## config.mk

```make
export PLATFORM = sky130hd
export DESIGN_NAME = can_buffer_count_and_prescaler
export DESIGN_NICKNAME = d
export VERILOG_FILES = /design/src/design/can_cfg_pkg.sv /design/src/design/can_buffer_count_and_prescaler.sv
export VERILOG_INCLUDE_DIRS = /design/src /design/src/design
export SDC_FILE = /design/constraint.sdc
export NUM_CORES = 1
export LEC_CHECK = 0
export BUFFER_PORTS_ARGS = -buffer_cell sky130_fd_sc_hd__buf_4
export CORE_MARGIN = 2
export CORE_UTILIZATION = 51
export CTS_BUF_LIST = sky130_fd_sc_hd__clkbuf_8
export CTS_CLUSTER_SIZE = 20
export DETAILED_ROUTE_END_ITERATION = 12
export MAX_ROUTING_LAYER = met4
export PLACE_DENSITY = 0.8
export SLEW_MARGIN = 15
export SYNTH_ARGS = -nofsm -noshare
export SYNTH_HDL_FRONTEND = slang
export SYNTH_SLANG_ARGS = --single-unit
```

## constraint.sdc

```tcl
create_clock -name clk -period 1.9 [get_ports clk]
set_clock_uncertainty 0.1 [all_clocks]
set_input_delay 0.19 -clock clk [delete_from_list [all_inputs] [get_ports clk]]
set_output_delay 0.19 -clock clk [all_outputs]
set_load 0.03 [all_outputs]
```

## src/design/can_cfg_defines.svh

```systemverilog
`ifndef CAN_CFG_DEFINES_SVH
`define CAN_CFG_DEFINES_SVH

// ----------------------------------------------------------------
// Register addresses
// ----------------------------------------------------------------
`define ADDR_BAUD_PRESCALER 16'hffb8
`define ADDR_RX_BUFFER_COUNT 16'hffbc

// ----------------------------------------------------------------
// Reset values
// ----------------------------------------------------------------
`define RST_BAUD_PRESCALER 8'h3f
`define RST_RX_BUFFER_COUNT 8'hc0

// ----------------------------------------------------------------
// Field positions
// ----------------------------------------------------------------
`define CNT_FIELD_MSB 4
`define CNT_FIELD_LSB 0
`define CNT_TOP_BIT 4
`define FORCE_RESET_BIT 5
`define RAM_WIN_MSB 7
`define RAM_WIN_LSB 6
`define CLK_SRC_MSB 7
`define CLK_SRC_LSB 6
`define PRESC_MSB 5
`define PRESC_LSB 0

// ----------------------------------------------------------------
// Encodings and counts
// ----------------------------------------------------------------
`define CNT_SIXTEEN 5'h10
`define RAM_WIN_ONLY 2'h3
`define BUS_IDLE_BITS 11'h580
`define INIT_DELAY_BITS 4'hb

`endif

```

## src/design/can_cfg_pkg.sv

```systemverilog
`default_nettype none
package can_cfg_pkg;

  typedef enum logic [1:0] {
    SRC_MAIN,
    SRC_DIV2,
    SRC_DIV4,
    SRC_ALT
  } clk_src_t;

  typedef struct packed {
    logic [15:0] addr;
    logic [7:0] wdata;
    logic wr;
    logic rd;
  } cpu_req_t;

  typedef struct packed {
    logic initRequest;
    logic resolutionMode;
    logic [1:0] prescalerHigh;
  } ctrl_in_t;

endpackage

`default_nettype wire

```

## src/design/can_buffer_count_and_prescaler.sv

```systemverilog
`timescale 1ns/100ps
`default_nettype none
`include "can_cfg_defines.svh"

module can_buffer_count_and_prescaler (
  // Clock and reset
  input wire logic clk,
  input wire logic srst,
  // CPU register access
  input wire can_cfg_pkg::cpu_req_t cpuReq,
  output logic [7:0] rdata_reg,
  // Neighbouring control registers
  input wire can_cfg_pkg::ctrl_in_t ctrlIn,
  // Protocol machine
  input wire logic busOffSet,
  input wire logic bitTick,
  input wire logic recessiveBit,
  output logic busOff_reg,
  output logic initConfirmed_reg,
  output logic protocolReset_reg,
  output logic forceInitRequest_reg,
  // Clocking input and outputs
  input wire logic alternateCanClock,
  output logic moduleTick_reg,
  output logic tqTick_reg,
  // Configuration outputs
  output logic [4:0] bufferCount_reg,
  output logic [1:0] ramWindow_reg
);
  import can_cfg_pkg::*;

  // Reset image of the count register; its fields are cut out below so
  // that both come from one constant.
  localparam logic [7:0] countResetImage = `RST_RX_BUFFER_COUNT;

  // ----------------------------------------------------------------
  // Register state
  // ----------------------------------------------------------------
  logic [7:0] prescaler_reg, prescaler_next;
  logic [4:0] bufferCount_next;
  logic [1:0] ramWindow_next;
  logic [7:0] rdata_next;
  logic [7:0] countReadback;
  logic wrCount, wrPresc, forceReset;

  assign countReadback = {ramWindow_reg, 1'b0, bufferCount_reg};

  always_comb begin
    wrCount = cpuReq.wr && (cpuReq.addr == `ADDR_RX_BUFFER_COUNT);
    wrPresc = cpuReq.wr && (cpuReq.addr == `ADDR_BAUD_PRESCALER);
    // forced reset only acts while bus-off
    forceReset = wrCount && cpuReq.wdata[`FORCE_RESET_BIT] && busOff_reg;
    bufferCount_next = bufferCount_reg;
    ramWindow_next = ramWindow_reg;
    prescaler_next = prescaler_reg;
    // writes outside confirmed init are dropped
    if (wrCount && initConfirmed_reg) begin
      // count field taken from low five bits
      // A zero count is prohibited yet stored as written; keeping clear
      // of it is left to software.
      bufferCount_next = cpuReq.wdata[`CNT_FIELD_MSB:`CNT_FIELD_LSB];
      if (cpuReq.wdata[`CNT_TOP_BIT] &&
          (cpuReq.wdata[`CNT_TOP_BIT-1:`CNT_FIELD_LSB] != 4'h0)) begin
        bufferCount_next = `CNT_SIXTEEN;
      end
      // only the single legal window code is stored
      // Any other code is prohibited and leaves the window unchanged.
      if (cpuReq.wdata[`RAM_WIN_MSB:`RAM_WIN_LSB] == `RAM_WIN_ONLY) begin
        ramWindow_next = `RAM_WIN_ONLY;
      end
    end
    // prescaler accepted only once init is confirmed
    // A write that lands while the quantum counter runs would change the
    // bit length mid-frame, so outside confirmed init it is dropped, not held.
    if (wrPresc && initConfirmed_reg) begin
      prescaler_next = cpuReq.wdata;
    end
  end

  always_ff @(posedge clk) begin
    if (srst) begin
      bufferCount_reg <= countResetImage[`CNT_FIELD_MSB:`CNT_FIELD_LSB];
      ramWindow_reg <= countResetImage[`RAM_WIN_MSB:`RAM_WIN_LSB];
      prescaler_reg <= `RST_BAUD_PRESCALER;
    end else begin
      bufferCount_reg <= bufferCount_next;
      ramWindow_reg <= ramWindow_next;
      prescaler_reg <= prescaler_next;
    end
  end

  // ----------------------------------------------------------------
  // Read data
  // ----------------------------------------------------------------
  // The read word is held until the next read, so software may fetch
  // it at leisure; an unmapped address answers with zero.
  always_comb begin
    rdata_next = rdata_reg;
    if (cpuReq.rd) begin
      case (cpuReq.addr)
        `ADDR_RX_BUFFER_COUNT: rdata_next = countReadback;
        `ADDR_BAUD_PRESCALER: rdata_next = prescaler_reg;
        default: rdata_next = 8'h00;
      endcase
    end
  end

  always_ff @(posedge clk) begin
    if (srst) begin
      rdata_reg <= 8'h00;
    end else begin
      rdata_reg <= rdata_next;
    end
  end

  // ----------------------------------------------------------------
  // Bus-off and init confirmation
  // ----------------------------------------------------------------
  logic busOff_next, initConfirmed_next;
  logic protocolReset_next, forceInitRequest_next;
  // Eleven bits hold the full run of recessive bits needed to recover.
  logic [10:0] idleCnt_reg, idleCnt_next;
  logic [3:0] initCnt_reg, initCnt_next;

  always_comb begin
    busOff_next = busOff_reg;
    idleCnt_next = idleCnt_reg;
    initConfirmed_next = initConfirmed_reg;
    initCnt_next = initCnt_reg;
    protocolReset_next = 1'b0;
    forceInitRequest_next = 1'b0;
    if (busOff_reg && bitTick) begin
      // recovery needs an unbroken run of recessive bits
      if (!recessiveBit) begin
        idleCnt_next = 11'h000;
      end else if (idleCnt_reg == `BUS_IDLE_BITS - 11'h001) begin
        busOff_next = 1'b0;
        idleCnt_next = 11'h000;
      end else begin
        idleCnt_next = idleCnt_reg + 11'h001;
      end
    end
    if (!ctrlIn.initRequest) begin
      initConfirmed_next = 1'b0;
      initCnt_next = 4'h0;
    end else if (!busOff_reg && !initConfirmed_reg && bitTick) begin
      // confirmation lags the request by some bit times
      // The count holds its place across bus-off and restarts only when
      // the request is withdrawn.
      if (initCnt_reg == `INIT_DELAY_BITS - 4'h1) begin
        initConfirmed_next = 1'b1;
      end else begin
        initCnt_next = initCnt_reg + 4'h1;
      end
    end
    // A new bus-off beats an idle run that ends in the same cycle.
    if (busOffSet) begin
      busOff_next = 1'b1;
      idleCnt_next = 11'h000;
    end
    // forced reset leaves bus-off straight into init
    // It comes last so that it also overrides a bus-off raised with it.
    if (forceReset) begin
      busOff_next = 1'b0;
      idleCnt_next = 11'h000;
      protocolReset_next = 1'b1;
      forceInitRequest_next = 1'b1;
      initConfirmed_next = 1'b1;
    end
  end

  always_ff @(posedge clk) begin
    if (srst) begin
      busOff_reg <= 1'b0;
      idleCnt_reg <= 11'h000;
      initConfirmed_reg <= 1'b0;
      initCnt_reg <= 4'h0;
      protocolReset_reg <= 1'b0;
      forceInitRequest_reg <= 1'b0;
    end else begin
      busOff_reg <= busOff_next;
      idleCnt_reg <= idleCnt_next;
      initConfirmed_reg <= initConfirmed_next;
      initCnt_reg <= initCnt_next;
      protocolReset_reg <= protocolReset_next;
      forceInitRequest_reg <= forceInitRequest_next;
    end
  end

  // ----------------------------------------------------------------
  // Module clock source
  // ----------------------------------------------------------------
  // The alternate clock is only sampled, so it must run well below
  // half the system clock rate to be seen edge by edge.
  logic altSync1_reg, altSync2_reg, altPrev_reg;
  logic [1:0] div_reg, div_next;
  logic moduleTick_next;
  clk_src_t clkSrc;

  // The divider runs freely, so a new source code takes effect within
  // four cycles and no partial module tick is ever produced.
  assign clkSrc = clk_src_t'(prescaler_reg[`CLK_SRC_MSB:`CLK_SRC_LSB]);

  always_comb begin
    div_next = div_reg + 2'h1;
    // Every source code is legal, so the default branch is never reached.
    // source field selects the module clock enable
    case (clkSrc)
      SRC_MAIN: moduleTick_next = 1'b1;
      SRC_DIV2: moduleTick_next = div_reg[0];
      SRC_DIV4: moduleTick_next = (div_reg == 2'h3);
      SRC_ALT: moduleTick_next = altSync2_reg && !altPrev_reg;
      default: moduleTick_next = 1'b0;
    endcase
  end

  always_ff @(posedge clk) begin
    if (srst) begin
      altSync1_reg <= 1'b0;
      altSync2_reg <= 1'b0;
      altPrev_reg <= 1'b0;
      div_reg <= 2'h0;
      moduleTick_reg <= 1'b0;
    end else begin
      altSync1_reg <= alternateCanClock;
      altSync2_reg <= altSync1_reg;
      altPrev_reg <= altSync2_reg;
      div_reg <= div_next;
      moduleTick_reg <= moduleTick_next;
    end
  end

  // ----------------------------------------------------------------
  // Time quantum prescaler
  // ----------------------------------------------------------------
  logic [7:0] tqCnt_reg, tqCnt_next;
  // Eight bits cover the longest quantum of either resolution.
  logic [7:0] tqLast;
  logic tqTick_next;

  always_comb begin
    if (ctrlIn.resolutionMode) begin
      // eight-bit value, clocks per quantum is value plus one
      tqLast = {ctrlIn.prescalerHigh, prescaler_reg[`PRESC_MSB:`PRESC_LSB]};
    end else begin
      // clocks per quantum is twice value plus two
      tqLast = {1'b0, prescaler_reg[`PRESC_MSB:`PRESC_LSB], 1'b1};
    end
    tqCnt_next = tqCnt_reg;
    tqTick_next = 1'b0;
    // quantum counting advances only on module clock ticks
    // A slow source thus stretches every quantum by the same factor.
    if (moduleTick_reg) begin
      // Comparing with >= lets a count left above a newly shortened
      // limit wrap at once instead of running the long way round.
      if (tqCnt_reg >= tqLast) begin
        tqCnt_next = 8'h00;
        tqTick_next = 1'b1;
      end else begin
        tqCnt_next = tqCnt_reg + 8'h01;
      end
    end
  end

  always_ff @(posedge clk) begin
    if (srst) begin
      tqCnt_reg <= 8'h00;
      tqTick_reg <= 1'b0;
    end else begin
      tqCnt_reg <= tqCnt_next;
      tqTick_reg <= tqTick_next;
    end
  end

endmodule

`default_nettype wire

```

==> results.md <==
- The total power per unit cell area is between 500 and 600 nW/um2.
- TritonCTS built the clock tree.
- In this run the critical register-to-register path is launched from prescaler_reg[0].
- The launch instance of the worst min-delay path is cpuReq[9].
- The critical path is of the reg -> reg type.
- The peak fanout along the critical path is 5.
- The power share of the clock group is 30.7%.
- The largest net degree at the start of global routing is 42.
- Counting distinct cell types in the post-synthesis netlist gives 42.
- Including well taps, the total number of placed cells is 424.
- The initial antenna violation count is 0.
- The internal power is 1.51 mW.
- The net switching fraction of the power is about a quarter.
- In the routed layout, each cell is associated on average with a via count of between 5 and 6.
- The maximum achievable frequency is around 0.54 GHz.
- The number of synthesis warnings is 0.
- The mux share of post-synthesis cell area is 5.51%.
- The capture point of the worst reg-to-reg path is tqTick_reg.
- The synthesized-area fraction occupied by adder cells is 6.12%.
- The average instance in the mapped netlist occupies approximately 8.8 um2.
- The die width is about 76 um.
- For the worst flop-to-flop path, the logic depth is 7.
- The total overflow left after global routing is 0.
- The layout overhead on the synthesized area is 26.8%.
- The longest clock path from root to sink contains 2 buffers.
- met2 is the most crowded layer.
- The layout net count is approximately 400.
- The placed wire-length estimate after detailed placement is roughly 4400 um.
- For the worst setup path, the data arrival time is 1.94 ns.
- The clock reaches the later pin of the worst-skew pair after 0.31 ns.
- The global router's overall resource usage is 21.3%.
- Clock-pin slew was measured on the worst setup and hold paths at approximately 0.09 ns.
- The flip-flop and latch count after synthesis is 54.
- The leakage power is 1.40 nW.
- The total design power is 1.99 mW.
- The die covers 5810 um2.
- The initial standard-cell utilization of the core is 52.4%.
- The register with the most flip-flops in the layout has 11 of them.
- In the layout the commonest cells are sky130_fd_sc_hd__buf_4 (67), sky130_fd_sc_hd__dfxtp_1 (53), sky130_fd_sc_hd__a21oi_1 (28).
- The worst-case headroom to the max-slew limit is 59.8%.
- The compound-gate portion of the synthesized area is 12.7%.
- The worst hold path belongs to the class in -> reg.
- In this run the post-CTS setup repair buffer count came out at 0.
- The final worst-path cycle share is a little under 100%.
- The floorplan has 26 rows.
- Counting every sink on the clock net gives 54.
- The die is 76.2 um tall.
- The slew of the pin with the lowest slew margin is 0.597 ns.
- The number of I/O pins is 57.
- The routing usage on met2 is 34.9%.
- The tree is rooted in a sky130_fd_sc_hd__clkbuf_8.
- Counting the buffers created by CTS gives 5.
- After synthesis the cells add up to 2660 um2.
- The post-route non-filler standard cell count is 433.
- The flow ran to the end, and the final reports show no timing, DRC or antenna violations.
- The path with the worst hold slack has its endpoint at prescaler_reg[7].
- The filler cells instantiated in the layout total 463.
- Of all flip-flops after synthesis, the portion carrying an async set or reset was 0%.
- The post-route minimum period is 1.85 ns.
- The number of levels the H-tree was split into is 2.
- In this run, synthesis inferred 0 flip-flops with an integrated enable.
- The number of cells on the worst hold path is 3.
- IR analysis of the VDD net gives a maximum drop of 0.000381 V.
- The routed wire length is 6140 um.
- STA classifies the critical path endpoint as a flop.
- The placeable core area is 5070 um2.
- The mean routed wirelength per cell is roughly 14 um.
- In this run the register-to-register setup slack is 0.05 ns.
- The simple-gate share of the synthesized area is 27.3%.
- Synthesis produced roughly 300 cells.
- The via count of the first global-routing pass was 2,217.
- Setup violations remaining at the end of the flow were counted as 0.
- In the synthesized netlist the dominant register cell turns out to be sky130_fd_sc_hd__dfxtp_1.
- The combinational family with the most area after synthesis is simple AND/OR/NAND/NOR gates.
- Of the synthesized area, sequential elements account for 40.7%.
- In this run, the number of DRC markers left after iteration 0 of detailed routing was 110.
- The number of nets with antenna violations after routing is 0.
- The worst setup path is launched from a flop.
- The total iterations of the first detailed-routing run is 4.
- The logic gate share of total power is 11.2%.
- The part of the total power dissipated in sequential elements is 58.1%.
- The count of buffers added on input and output ports is 54.
- For the worst setup path, the data required time is 1.99 ns.
- The xor and xnor fraction of the mapped netlist area is 2.96%.
- The net switching component of the power is 0.483 mW.
- Summing over every cut layer, the via total after detailed routing is between 2,000 and 2,500.
- The max-slew violation count came to 0.
- The final hold violation count came to 0.
- The congestion estimate from routability-driven global placement came to between 0.8 and 0.9.
- The met1 demand-to-capacity share in global routing is a little over a quarter.
- The count of max-cap constraint violations is 0.
- Of the cells placed in the final design, the portion with a size suffix greater than 1 is 27.5%.
- In the global route stage, met3 resource usage came out at 5.33%.
- The diode insertion count for antenna repair is 0.
- The first global-routing pass estimated 9960 um of wire.
- After detailed routing, the number of remaining DRC violations is 0.
- The library cell used most frequently in the layout, excluding fill and tap cells, is sky130_fd_sc_hd__buf_4.
==> kinds of logic after synthesis <==
group           Yosys count
simple gates            128
compound gates           57
flops                    54
buf+inv                  25
mux                      14
fa+ha+maj                13
xor+xnor                  9
other cells               1
==> per-stage QoR <==
| stage | util, % | setup WS, ns | cell area [um2] | setup TNS (ns) | hold slack [ns] |
|---|---|---|---|---|---|
| after CTS | 64.5 | 0.0457 | 3280 | 0 | 0.00896 |
| after global placement | 62.5 | 0.0125 | 3170 | 0 | 0.301 |
| after floorplan | - | 0.0853 | 2660 | 0 | 0.218 |
| final | 66.4 | 0.0486 | 3370 | 0 | 0.0172 |
| after global routing | 66.4 | -0.0504 | 3370 | -0.236 | 0.0278 |
| after detailed placement | 62.5 | -0.0511 | 3170 | -0.0794 | 0.308 |
==> power groups by stage <==
stage,clock (mW),sequential (mW),combinational (mW)
after floorplan,0,1.19,0.106
after global placement,0,1.18,0.201
after detailed placement,0,1.18,0.208
after CTS,0.628,1.16,0.211
after global routing,0.677,1.16,0.243
final,0.611,1.16,0.224
==> layout make-up <==
cell class              count  area (um2)  share of cell area (%)
clock inverters             2        10.0                   0.297
flip-flops and latches     54        1080                    32.1
well taps                  70        87.6                    2.60
inverters                   9        33.8                    1.00
clock buffers               5        68.8                    2.04
repair buffers             69         524                    15.5
multi-input cells         224        1570                    46.4
==> how the worst max path moves through the flow <==
stage	startpoint	endpoint
floorplan	ctrlIn[2]	tqTick_reg
global placement	prescaler_reg[0]	tqTick_reg
detailed placement	prescaler_reg[0]	tqCnt_reg[2]
CTS	prescaler_reg[0]	tqCnt_reg[5]
global route	prescaler_reg[4]	tqCnt_reg[5]
finish	prescaler_reg[0]	tqTick_reg
==> what timing repair did <==
item,4_1_cts,5_1_grt
cloned,1,0
gates resized for setup,2,17
pin swaps,1,7
endpoints found under the setup margin,9,12
endpoints found under the hold margin,1,0
hold buffers,1,0
==> per-layer routing <==
metal,vias to the layer above,wire [um],part of all wire (%)
li1,1187,-,-
met1,1138,2700,44
met2,67,2970,48
met3,13,359,5.8
met4,0,113,1.8
met5,-,0,0
==> Yosys cell counts, drive strengths merged, types with 3 or more instances <==
master  number  area, um2
xnor2        3       26.3
mux2         5       56.3
nand4        7       43.8
inv          9       33.8
nand3b       7       52.6
nor2b        7       43.8
nor3        15       80.1
a21oi       28        140
ha          13        163
a211o        6       52.6
buf          6       50.0
o211ai       3       22.5
mux2i        9       90.1
o21ai       11       55.1
nand2       22       82.6
nand4b       4       41.3
dfxtp       54       1080
clkbuf      10       37.5
xor2         6       52.6
nor2        27        101
nand3       14       70.1
nand2b      12       75.1
and4         3       28.8
nor3b        3       22.5
==> worst max-delay path, cell delays in order, from the launching register on <==
cell	delay, ns
sky130_fd_sc_hd__dfxtp_2	0.33
sky130_fd_sc_hd__nand2b_4	0.14
sky130_fd_sc_hd__ha_4	0.23
sky130_fd_sc_hd__nand2b_4	0.13
sky130_fd_sc_hd__a21o_1	0.20
sky130_fd_sc_hd__a211oi_4	0.30
sky130_fd_sc_hd__o21ai_4	0.14
sky130_fd_sc_hd__nor2b_1	0.16
(Power assumes the default switching activity.)
